[src/hsr_consts.vh]
`ifndef HSR_CONSTS_VH
`define HSR_CONSTS_VH

// ----------------------------------------
// clock and timing
// ----------------------------------------
`define HSR_CLK_HZ 20000000
`define HSR_BOOT_MS 1000
`define HSR_WDOG_MS 500
`define HSR_BOOT_CYC (`HSR_BOOT_MS * (`HSR_CLK_HZ / 1000))
`define HSR_WDOG_CYC (`HSR_WDOG_MS * (`HSR_CLK_HZ / 1000))

// ----------------------------------------
// register offsets (byte addresses)
// ----------------------------------------
`define HSR_OFF_CTRL 8'h00
`define HSR_OFF_STATUS 8'h04
`define HSR_OFF_TXDATA 8'h08
`define HSR_OFF_RXDATA 8'h0c

// ----------------------------------------
// control fields
// ----------------------------------------
`define HSR_CTRL_DRIVE 0
`define HSR_CTRL_KICK 1

// ----------------------------------------
// status fields
// ----------------------------------------
`define HSR_ST_RUN 0
`define HSR_ST_BOOT 1
`define HSR_ST_LOAD 2
`define HSR_ST_ARMED 3
`define HSR_ST_WDFIRED 4
`define HSR_ST_RXAVAIL 5
`define HSR_ST_CSACT 6
`define HSR_ST_TXGATE 7

// ----------------------------------------
// reset values and responses
// ----------------------------------------
`define HSR_TX_RST 8'h00
// gate, arm, load, restart, mosi, cs, sclk: idle levels of the pulled pins
`define HSR_PIN_RST 7'h6a
`define HSR_RESP_OKAY 2'h0
`define HSR_RESP_SLVERR 2'h2

`endif

[src/hsr_sync.v]
`timescale 1ns/1ps
`default_nettype none

// ----------------------------------------
// three-stage pin synchroniser
// ----------------------------------------
module hsr_sync #(
	parameter W = 1,
	parameter [W-1:0] RST_VAL = {W{1'b0}}
) (
	// clock and reset
	input wire clk,
	input wire srst,
	// pins and result
	input wire [W-1:0] pin,
	output wire [W-1:0] val
);

reg [W-1:0] s1_r;
reg [W-1:0] s2_r;
reg [W-1:0] s3_r;
reg [W-1:0] held_r;

// a bit counts only once stages two and three agree
wire [W-1:0] agree = ~(s2_r ^ s3_r);

assign val = (agree & s3_r) | (~agree & held_r);

always @(posedge clk) begin
	if (srst) begin
		s1_r <= RST_VAL;
		s2_r <= RST_VAL;
		s3_r <= RST_VAL;
		held_r <= RST_VAL;
	end else begin
		s1_r <= pin;
		s2_r <= s1_r;
		s3_r <= s2_r;
		held_r <= val;
	end
end

endmodule // hsr_sync

`default_nettype wire

[src/hsr_ctrl.v]
// Summary of operation
// - device is a serial slave only; master clocks between 50 kHz and 4 MHz.
// - mode 0: sample on rising serial clock, change data on falling edge.
// - device talks only while the master holds its low-active select low.
// - serial data output stays released whenever no transfer is in progress.
// - addresses, commands and data arrive on the serial data input.
// - shared clock and data lines; each slave gets its own select.
// - while hard restart input is low the core stays in reset; EEPROM route and bus stay live.
// - after restart release the device boots, then starts adapting.
// - load select low: normal; high: serial port routed to EEPROM.
// - undriven load select reads low, giving normal operation.
// - watchdog reboots on firmware hang; its enable floats high.
// - status indication is an open-drain output, high when released.
`timescale 1ns/1ps
`default_nettype none
`include "hsr_consts.vh"

module hsr_ctrl #(
	parameter [31:0] BOOT_CYCLES = `HSR_BOOT_CYC,
	parameter [31:0] WDOG_CYCLES = `HSR_WDOG_CYC
) (
	// clock and reset
	input wire clk,
	input wire srst,
	// axi4-lite write
	input wire [7:0] s_axi_awaddr,
	input wire s_axi_awvalid,
	output wire s_axi_awready,
	input wire [31:0] s_axi_wdata,
	input wire [3:0] s_axi_wstrb,
	input wire s_axi_wvalid,
	output wire s_axi_wready,
	output reg [1:0] s_axi_bresp,
	output reg s_axi_bvalid,
	input wire s_axi_bready,
	// axi4-lite read
	input wire [7:0] s_axi_araddr,
	input wire s_axi_arvalid,
	output wire s_axi_arready,
	output reg [31:0] s_axi_rdata,
	output reg [1:0] s_axi_rresp,
	output reg s_axi_rvalid,
	input wire s_axi_rready,
	// control pins
	input wire hard_restart_low,
	input wire watchdog_arm_in,
	input wire eeprom_load_sel,
	input wire tx_gate_in,
	output wire status_flag_out_o,
	output wire status_flag_out_oe_n,
	// serial port pins
	input wire sclk,
	input wire chip_sel_n,
	input wire serial_in,
	output wire serial_out_o,
	output wire serial_out_oe_n,
	// internal eeprom port
	output reg ee_cs_n,
	output reg ee_sclk,
	output reg ee_mosi,
	input wire ee_miso,
	// core state
	output wire fw_running
);

// ----------------------------------------
// pin synchronisers
// ----------------------------------------
wire [6:0] pins_s;
wire pin_sclk = pins_s[0];
wire pin_cs_n = pins_s[1];
wire pin_mosi = pins_s[2];
wire pin_restart_n = pins_s[3];
wire pin_load = pins_s[4];
wire pin_arm = pins_s[5];
wire pin_gate = pins_s[6];

hsr_sync #(
	.W(7),
	.RST_VAL(`HSR_PIN_RST)
) u_sync (
	.clk(clk),
	.srst(srst),
	.pin({tx_gate_in, watchdog_arm_in, eeprom_load_sel, hard_restart_low,
		serial_in, chip_sel_n, sclk}),
	.val(pins_s)
);

wire core_rst = srst | ~pin_restart_n;

// ----------------------------------------
// axi4-lite slave
// ----------------------------------------
reg aw_v_r;
reg [7:0] aw_a_r;
reg w_v_r;
reg [31:0] w_d_r;
reg [3:0] w_s_r;

assign s_axi_awready = ~aw_v_r & ~s_axi_bvalid;
assign s_axi_wready = ~w_v_r & ~s_axi_bvalid;
assign s_axi_arready = ~s_axi_rvalid;

wire wr_fire = aw_v_r & w_v_r & ~s_axi_bvalid;
wire [7:0] wr_addr = {aw_a_r[7:2], 2'b00};
wire [7:0] rd_addr = {s_axi_araddr[7:2], 2'b00};
wire rd_fire = s_axi_arvalid & ~s_axi_rvalid;
wire wr_ok = (wr_addr == `HSR_OFF_CTRL) | (wr_addr == `HSR_OFF_STATUS) |
	(wr_addr == `HSR_OFF_TXDATA) | (wr_addr == `HSR_OFF_RXDATA);
wire wr_lane0 = wr_fire & w_s_r[0];
wire wr_ctrl = wr_lane0 & (wr_addr == `HSR_OFF_CTRL);
wire wr_stat = wr_lane0 & (wr_addr == `HSR_OFF_STATUS);
wire wr_tx = wr_lane0 & (wr_addr == `HSR_OFF_TXDATA);
wire rd_rx = rd_fire & (rd_addr == `HSR_OFF_RXDATA);

// address and data may arrive in either order
always @(posedge clk) begin
	if (srst) begin
		aw_v_r <= 1'b0;
		aw_a_r <= 8'h00;
		w_v_r <= 1'b0;
		w_d_r <= 32'h0000_0000;
		w_s_r <= 4'h0;
		s_axi_bvalid <= 1'b0;
		s_axi_bresp <= `HSR_RESP_OKAY;
	end else begin
		if (s_axi_awvalid & s_axi_awready) begin
			aw_v_r <= 1'b1;
			aw_a_r <= s_axi_awaddr;
		end
		if (s_axi_wvalid & s_axi_wready) begin
			w_v_r <= 1'b1;
			w_d_r <= s_axi_wdata;
			w_s_r <= s_axi_wstrb;
		end
		if (wr_fire) begin
			aw_v_r <= 1'b0;
			w_v_r <= 1'b0;
			s_axi_bvalid <= 1'b1;
			s_axi_bresp <= wr_ok ? `HSR_RESP_OKAY : `HSR_RESP_SLVERR;
		end else if (s_axi_bvalid & s_axi_bready) begin
			s_axi_bvalid <= 1'b0;
		end
	end
end

// ----------------------------------------
// serial slave engine
// ----------------------------------------
reg sclk_d_r;
reg sel_d_r;
reg [2:0] bitcnt_r;
reg [7:0] rx_sh_r;
reg [7:0] rx_data_r;
reg rx_avail_r;
reg [7:0] tx_sh_r;
reg [7:0] tx_reg_r;

wire spi_on = ~pin_cs_n & ~pin_load;
wire spi_start = spi_on & ~sel_d_r;
wire sclk_rise = pin_sclk & ~sclk_d_r;
wire sclk_fall = ~pin_sclk & sclk_d_r;
wire byte_done = spi_on & ~spi_start & sclk_rise & (bitcnt_r == 3'h7);
wire next_bit = (bitcnt_r == 3'h0) ? tx_reg_r[7] : tx_sh_r[6];
// look ahead one bit so output follows the falling edge a cycle sooner
wire spi_dout = (spi_on & sclk_fall) ? next_bit : tx_sh_r[7];

always @(posedge clk) begin
	if (core_rst) begin
		sclk_d_r <= 1'b0;
		sel_d_r <= 1'b0;
		bitcnt_r <= 3'h0;
		rx_sh_r <= 8'h00;
		rx_data_r <= 8'h00;
		tx_sh_r <= `HSR_TX_RST;
	end else begin
		sclk_d_r <= pin_sclk;
		sel_d_r <= spi_on;
		if (!spi_on) begin
			bitcnt_r <= 3'h0;
		end else if (spi_start) begin
			bitcnt_r <= 3'h0;
			tx_sh_r <= tx_reg_r;
		end else begin
			if (sclk_rise) begin
				rx_sh_r <= {rx_sh_r[6:0], pin_mosi};
				bitcnt_r <= bitcnt_r + 3'h1;
				if (bitcnt_r == 3'h7) begin
					rx_data_r <= {rx_sh_r[6:0], pin_mosi};
				end
			end
			if (sclk_fall) begin
				if (bitcnt_r == 3'h0) begin
					tx_sh_r <= tx_reg_r;
				end else begin
					tx_sh_r <= {tx_sh_r[6:0], 1'b0};
				end
			end
		end
	end
end

// received byte flag: a new byte beats a read clear
always @(posedge clk) begin
	if (core_rst) begin
		rx_avail_r <= 1'b0;
	end else begin
		rx_avail_r <= byte_done | (rx_avail_r & ~rd_rx);
	end
end

// ----------------------------------------
// eeprom route
// ----------------------------------------
// not tied to the restart pin: programming runs with the core held in reset
always @(posedge clk) begin
	if (srst) begin
		ee_cs_n <= 1'b1;
		ee_sclk <= 1'b0;
		ee_mosi <= 1'b0;
	end else if (pin_load) begin
		ee_cs_n <= pin_cs_n;
		ee_sclk <= pin_sclk;
		ee_mosi <= pin_mosi;
	end else begin
		ee_cs_n <= 1'b1;
		ee_sclk <= 1'b0;
		ee_mosi <= 1'b0;
	end
end

wire dout_en = ~pin_cs_n & (pin_load | ~core_rst);
assign serial_out_oe_n = ~dout_en;
assign serial_out_o = pin_load ? ee_miso : spi_dout;

// ----------------------------------------
// boot sequence and watchdog
// ----------------------------------------
localparam ST_BOOT = 1'b0;
localparam ST_RUN = 1'b1;

reg state_r;
reg [31:0] boot_cnt_r;
reg [31:0] wd_cnt_r;
reg wd_fired_r;
reg drive_r;

wire wd_kick = wr_ctrl & w_d_r[`HSR_CTRL_KICK];
wire wd_expire = (state_r == ST_RUN) & pin_arm & ~wd_kick &
	(wd_cnt_r == WDOG_CYCLES - 32'h1);

always @(posedge clk) begin
	if (core_rst) begin
		state_r <= ST_BOOT;
		boot_cnt_r <= 32'h0000_0000;
		wd_cnt_r <= 32'h0000_0000;
	end else begin
		case (state_r)
			ST_BOOT: begin
				wd_cnt_r <= 32'h0000_0000;
				if (boot_cnt_r == BOOT_CYCLES - 32'h1) begin
					boot_cnt_r <= 32'h0000_0000;
					state_r <= ST_RUN;
				end else begin
					boot_cnt_r <= boot_cnt_r + 32'h1;
				end
			end
			ST_RUN: begin
				if (wd_expire) begin
					wd_cnt_r <= 32'h0000_0000;
					state_r <= ST_BOOT;
				end else if (!pin_arm || wd_kick) begin
					wd_cnt_r <= 32'h0000_0000;
				end else begin
					wd_cnt_r <= wd_cnt_r + 32'h1;
				end
			end
			default: begin
				state_r <= ST_BOOT;
				boot_cnt_r <= 32'h0000_0000;
				wd_cnt_r <= 32'h0000_0000;
			end
		endcase
	end
end

assign fw_running = (state_r == ST_RUN);

// software registers; expiry beats a clear in the same cycle
always @(posedge clk) begin
	if (core_rst) begin
		wd_fired_r <= 1'b0;
		drive_r <= 1'b0;
		tx_reg_r <= `HSR_TX_RST;
	end else begin
		wd_fired_r <= wd_expire |
			(wd_fired_r & ~(wr_stat & w_d_r[`HSR_ST_WDFIRED]));
		if (wr_ctrl) begin
			drive_r <= w_d_r[`HSR_CTRL_DRIVE];
		end
		if (wr_tx) begin
			tx_reg_r <= w_d_r[7:0];
		end
	end
end

assign status_flag_out_o = 1'b0;
assign status_flag_out_oe_n = ~drive_r;

// ----------------------------------------
// read path
// ----------------------------------------
reg [31:0] rd_val;
reg rd_ok;

always @* begin
	rd_val = 32'h0000_0000;
	rd_ok = 1'b1;
	case (rd_addr)
		`HSR_OFF_CTRL: begin
			rd_val[`HSR_CTRL_DRIVE] = drive_r;
		end
		`HSR_OFF_STATUS: begin
			rd_val[`HSR_ST_RUN] = fw_running;
			rd_val[`HSR_ST_BOOT] = ~core_rst & ~fw_running;
			rd_val[`HSR_ST_LOAD] = pin_load;
			rd_val[`HSR_ST_ARMED] = pin_arm;
			rd_val[`HSR_ST_WDFIRED] = wd_fired_r;
			rd_val[`HSR_ST_RXAVAIL] = rx_avail_r;
			rd_val[`HSR_ST_CSACT] = ~pin_cs_n;
			rd_val[`HSR_ST_TXGATE] = pin_gate;
		end
		`HSR_OFF_TXDATA: begin
			rd_val[7:0] = tx_reg_r;
		end
		`HSR_OFF_RXDATA: begin
			rd_val[7:0] = rx_data_r;
		end
		default: begin
			rd_ok = 1'b0;
		end
	endcase
end

always @(posedge clk) begin
	if (srst) begin
		s_axi_rvalid <= 1'b0;
		s_axi_rdata <= 32'h0000_0000;
		s_axi_rresp <= `HSR_RESP_OKAY;
	end else if (rd_fire) begin
		s_axi_rvalid <= 1'b1;
		s_axi_rdata <= rd_val;
		s_axi_rresp <= rd_ok ? `HSR_RESP_OKAY : `HSR_RESP_SLVERR;
	end else if (s_axi_rvalid & s_axi_rready) begin
		s_axi_rvalid <= 1'b0;
	end
end

endmodule // hsr_ctrl

`default_nettype wire

[config.mk]
export PLATFORM = sky130hd
export DESIGN_NAME = hsr_ctrl
export DESIGN_NICKNAME = d
export VERILOG_FILES = /design/src/hsr_sync.v /design/src/hsr_ctrl.v
export VERILOG_INCLUDE_DIRS = /design/src
export SDC_FILE = /design/constraint.sdc
export NUM_CORES = 1
export LEC_CHECK = 0
export ABC_CLOCK_PERIOD_IN_PS = 2050
export BUFFER_PORTS_ARGS = -buffer_cell sky130_fd_sc_hd__clkbuf_2
export CELL_PAD_IN_SITES_DETAIL_PLACEMENT = 1
export CELL_PAD_IN_SITES_GLOBAL_PLACEMENT = 1
export CORE_MARGIN = 2
export CORE_UTILIZATION = 33
export CTS_CLUSTER_DIAMETER = 200
export DETAILED_ROUTE_END_ITERATION = 10
export PLACE_DENSITY_LB_ADDON = 0.1
export SETUP_SLACK_MARGIN = 0.5
export SYNTH_ARGS = -nofsm -noshare
export SYNTH_HDL_FRONTEND = slang
export SYNTH_SLANG_ARGS = --single-unit
[constraint.sdc]
create_clock -name clk -period 2.05 [get_ports clk]
set_input_delay 0.205 -clock clk [delete_from_list [all_inputs] [get_ports clk]]
set_output_delay 0.205 -clock clk [all_outputs]
set_load 0.01 [all_outputs]
* Yosys cells after proc, flatten, opt, wreduce, memory -nomap -nowiden
Cells that the tools add are included.
Word-level totals: bits in registers 168, bits in writable memories 0, latch bits 0, logic and storage cells 142, memories 0, bits in read-only memories 0, bits of input ports 67, output and inout bits 49
Operators by class: eq/ne operators 9, mux-type cells 22, bitwise logic cells 63, reduce and logical (&&, ||, !) cells 15, shift operators 0, $lt $le $gt $ge 0, div/mod/pow operators 0, $mul 0, add/sub/neg operators 3
Operator list (number):
- 32-bit two-way mux | 3
- 32-bit by 1-bit adder with 32-bit output (second input constant) | 2
- 32-bit case mux with 2 select lines | 1
- 32-bit by 24-bit equality test with 1-bit output (second input constant) | 1
- 32-bit by 25-bit equality test with 1-bit output (second input constant) | 1
- 1-bit bitwise AND | 31
- 6-bit by 2-bit equality test with 1-bit output (second input constant) | 4
- 8-bit two-way mux | 3
- 7-bit case mux with 3 select lines | 1
- 1-bit inverter | 19
- 8-bit zero test | 2
- 7-bit bitwise AND | 2
- 7-bit inverter | 2
- 6-bit by 1-bit equality test with 1-bit output (second input constant) | 2
- 1-bit two-way mux | 10
- 1-bit bitwise OR | 7
- 7-bit bitwise OR | 1
- 7-bit bitwise XOR | 1
- 2-bit nonzero test | 3
- 2-bit two-way mux | 2
- 1-bit case mux with 4 select lines | 1
- 4-bit AND reduction | 1
- 2-bit OR reduction | 2
- 4-bit OR reduction | 1
- other kinds (9) | 9

* Logic depth before layout (Yosys ltp)
depth after elaboration 13, gate-level depth with buffers 8, depth with buffers taken out 6

* Modules after synthesis
A second synthesis with hierarchy kept.
Second synthesis, totals: cell total of the unflattened synthesis 742, area, all modules 6985.4 µm²
By module, submodules not included:
- hsr_ctrl | cells an instance 677, seq. area each 2722.6 µm², area each 6157.2 µm², times used 1
- hsr_sync | cells an instance 65, seq. area each 560.5 µm², area each 828.3 µm², times used 1

* Worst setup path before layout
Ideal clock, no wire load.
path kind reg-to-reg, start point register boot_cnt_r[0], end point register boot_cnt_r[27], setup time 122 ps, data required time 1928 ps, buffers on the path 1, clock period less this slack 1820 ps, cell stages (with the launch flop) 8, path slack 230 ps, data arrival time 1699 ps, cell sequence dfxtp_1 > ha_1 > and3b_1 > nand3_4 > or4_4 > nand2_2 > buf_6 > a21oi_1
Between the ends: longest elaborated chain between the ends 2, elaborated cells between the ends (all ways) 3, classes of those cells 1 x add/sub; 1 x eq/ne; 1 x mux
Ends and longest elaborated chain:
- start: declaration | line hsr_ctrl.v:243 | reg [31:0] boot_cnt_r;
- start signal: assignment | line hsr_ctrl.v:265 | boot_cnt_r <= boot_cnt_r + 32'h1;
- 32-bit by 1-bit adder with 32-bit output / 32-bit by 25-bit equality test with 1-bit output (equally long branches) | line hsr_ctrl.v:265, hsr_ctrl.v:261
- 32-bit two-way mux (*) | line hsr_ctrl.v:261 | if (boot_cnt_r == BOOT_CYCLES - 32'h1) begin
Every way passes the cells marked *; elsewhere a longest branch is shown, timed or not. A chain may end at the register's enable or synchronous reset.

* Final worst setup path
start point register u_sync.held_r[4], end point output port serial_out_o
Between the ends: longest elaborated chain between the ends 7
Ends and longest elaborated chain:
- start: declaration | line hsr_sync.v:22 | reg [W-1:0] held_r;
- start signal: assignment | line hsr_sync.v:39 | held_r <= val;
- 7-bit bitwise AND (*) | line hsr_sync.v:27 | assign val = (agree & s3_r) | (~agree & held_r);
- 7-bit bitwise OR (*) | line hsr_sync.v:27
- 1-bit inverter (no source line)
- 1-bit bitwise AND | line hsr_ctrl.v:159 | wire spi_on = ~pin_cs_n & ~pin_load;
- 1-bit bitwise AND | line hsr_ctrl.v:166 | wire spi_dout = (spi_on & sclk_fall) ? next_bit : tx_sh_r[7];
- 1-bit two-way mux | line hsr_ctrl.v:166
- 1-bit two-way mux (*) | line hsr_ctrl.v:234 | assign serial_out_o = pin_load ? ee_miso : spi_dout;
- end: declaration | line hsr_ctrl.v:55 | output wire serial_out_o,
Marks and branches as above.

==> flow_metrics.env <==
export IMPL_status="finished with violations"
export IMPL_violations="negative setup slack"
export IMPL_ys_types=63
export IMPL_rsz0062_at_grt="true"
export IMPL_yosys_warnings=0
export IMPL_grt_pass1_wl_mm=33.6
export IMPL_final_common_cell="dfxtp_1"
export IMPL_cp_arrival_ns=1.85
export IMPL_max_stage_delay_ns=0.32
export IMPL_cts_tree="yes"
export IMPL_syn_inst=798
export IMPL_critPathMaxFanout=4
export IMPL_yosys_area_top_type_share=0.461
export IMPL_drv_slew=0
export IMPL_ys_seq_area_frac=0.461
export IMPL_hpwlAfterDp_mm=12.7
export IMPL_root_buffer="clkbuf_16"
export IMPL_grt_overflow=0
export IMPL_cp_slowest_cell="maj3_2"
export IMPL_clk_latency_ns=0.43
export IMPL_ff2ff_setup_slack_ns=0.17
export IMPL_drt_vias_per_instance=4.97
export IMPL_fmax_ghz=0.486
export IMPL_post_place_ws_ns=0.0174
export IMPL_synth_area_leader_cell="dfxtp_1"
export IMPL_slew_headroom=0.622
export IMPL_worst_pin_slew_ns=0.566
export IMPL_antenna_found_initial=1
export IMPL_finalInstanceArea_sq_mm=0.0100
export IMPL_io_buffers=57
export IMPL_path_delay_family="compound AO/OA/AOI/OAI gates"
export IMPL_timing_rr_end="fw_running"
export IMPL_layout_nets=998
export IMPL_grt_pass1_vias=6397
export IMPL_min_period_over_period=1.00
export IMPL_power_per_cell_area_mw_per_mm2=708
export IMPL_die_width_microns=151
export IMPL_layout_common_cells="125 x dfxtp_1, 59 x nand2_1, 55 x clkbuf_2"
export IMPL_cts_inserted_buffers=17
export IMPL_die_area_sq_mm=0.0227
export IMPL_grtUsageTotal=0.189
export IMPL_worst_clock_skew_ns=0.0130
export IMPL_drive_gt1_frac=0.408
export IMPL_hold_end="aw_a_r[3]"
export IMPL_vdd_ir_drop_max_mv=0.485
export IMPL_crit_start="u_sync.held_r[4]"
export IMPL_worstHoldStart="s_axi_awaddr[3]"
export IMPL_crit_type="reg2out"
export IMPL_ys_async_sr_fraction=0
export IMPL_cellLeakagePower_nw=3.69
export IMPL_rr_worst_depth=5
export IMPL_hold_class="in2reg"
export IMPL_clk_pin_slew_worst_paths_ns=0.07
export IMPL_ant_nets=0
export IMPL_syn_avg_cell_area_sq_um=8.92
export IMPL_worst_ep_required_time_ns=1.85
export IMPL_place_gp_congestion=0.741
export IMPL_clock_path_buffers=2
export IMPL_layout_setup_ws_ns=-0.00924
export IMPL_rows=53
export IMPL_final_hold_violation_count=0
export IMPL_drcViolationCount=0
export IMPL_final_util=0.476
export IMPL_drt_iter0_markers=234
export IMPL_antenna_cells=0
export IMPL_synth_edf_count=0
export IMPL_cts_max_level=4
export IMPL_whs_path_depth=3
export IMPL_drt_first_pass_iters=4
export IMPL_area_delta_synth_final_pct=41.2
export IMPL_ys_ff_latch=164
export IMPL_wirelength_mm=20.5
export IMPL_holdWs_ns=0.0169
export IMPL_synth_ff_type="dfxtp_1"
export IMPL_core_sq_mm=0.0211
export IMPL_grt_max_degree=54
export IMPL_start_kind="flop"
export IMPL_fin_crit_ns=2.06
export IMPL_drt_wirelength_per_cell_microns=16.9
export IMPL_endpoint_kind="output port"
export IMPL_vias=6028
export IMPL_reg2reg_from="wd_cnt_r[10]"
export IMPL_synth_area_sq_mm=0.00711
export IMPL_maxCapViolCount=0
export IMPL_cp_cell_sequence="maj3_2 > or2_4 > o31a_1 > o21ai_2 > buf_2"
export IMPL_setup_viol=1
export IMPL_synth_area_leaders="dfxtp_1 46%, nor2_1 5.3%, nand2_1 3.9%"
export IMPL_placed_area_sq_mm=0.00778
export IMPL_initial_core_util=0.337
export IMPL_ios=116
export IMPL_clkSinkCount=164
export IMPL_die_h_microns=151
export IMPL_fin_setup_tns_ns=-0.00924
export IMPL_worst_path_buf_inv=1
report_power, final:
group          switching [mW]  internal (mW)
Sequential             0.0469           3.23
Combinational           0.217          0.149
Clock                    1.44           2.03
Total                    1.70           5.41
through the flow:
stage | cells | total power, mW
floorplan | 824 | 3.57
global placement | 1115 | 3.62
detailed placement | 1115 | 3.64
CTS | 1202 | 7.18
global route | 1214 | 7.39
finish | 1214 | 7.11
logic make-up after synthesis:
kind of cell	synth area share
and+or+nand+nor	0.270
DFF	0.461
AOI/OAI and AO/OA	0.0820
buffers and inverters	0.0635
xor gates and xnor gates	0.0665
muxes	0.0401
adders and majority gates	0.0164
other	0.000527
synthesized netlist by cell type (all sizes together) (17+ instances only):
library cell / instances
nor2: 101
xnor2: 29
o21ai: 30
inv: 17
nand4: 17
nand2: 76
dfxtp: 164
clkbuf: 20
a21oi: 43
or2: 18
nand3: 39
buf: 45
mux2i: 24
xor2: 25
per-layer routing:
metal | vias up | part of all wire | global-route usage
li1 | 2935 | - | -
met2 | 88 | 0.50 | 0.319
met4 | 0 | 0.016 | 0.0519
met5 | - | 0 | 0
met1 | 2983 | 0.45 | 0.240
met3 | 22 | 0.032 | 0.0473
flip-flops by register name, indices dropped and copies added (netlist names), 7 cells and up:
signal	count
boot_cnt_r	32
rx_data_r	8
rx_sh_r	7
s_axi_rdata	8
tx_reg_r	8
tx_sh_r	8
u_sync.held_r	7
u_sync.s1_r	7
u_sync.s2_r	7
u_sync.s3_r	7
w_d_r	8
wd_cnt_r	32
tightest hold or removal path: cells and delay by family:
kind                   cells  cell delay, ns
and+or+nand+nor            1            0.07
buffers and inverters      1            0.07
muxes                      1            0.06
how the worst max path moves through the flow:
stage | cells past startpoint | slack, ns | end
CTS | 5 | -0.05 | serial_out_o
detailed placement | 5 | 0.02 | boot_cnt_r[1]
finish | 5 | -0.009 | serial_out_o
global route | 5 | -0.09 | serial_out_o
floorplan | 6 | 0.41 | boot_cnt_r[29]
global placement | 5 | 0.12 | boot_cnt_r[27]
area by class of cell:
class / count / area (sq um)
multi-input combinational: 581 / 4460
clock inverter: 14 / 185
fill: 2377 / 11000
inverter: 17 / 63.8
clock buffer: 18 / 450
sequential: 164 / 3360
tap: 275 / 344
timing repair buffer: 145 / 1190
repair_timing:
action,CTS,global route
gates cloned,7,0
buffers inserted,33,12
endpoints found under the hold margin,15,0
hold buffers,15,0
gates resized for setup,163,105
pin swaps,64,35
setup endpoints to repair,103,104
No activity file was read; power rests on OpenSTA's default activity.
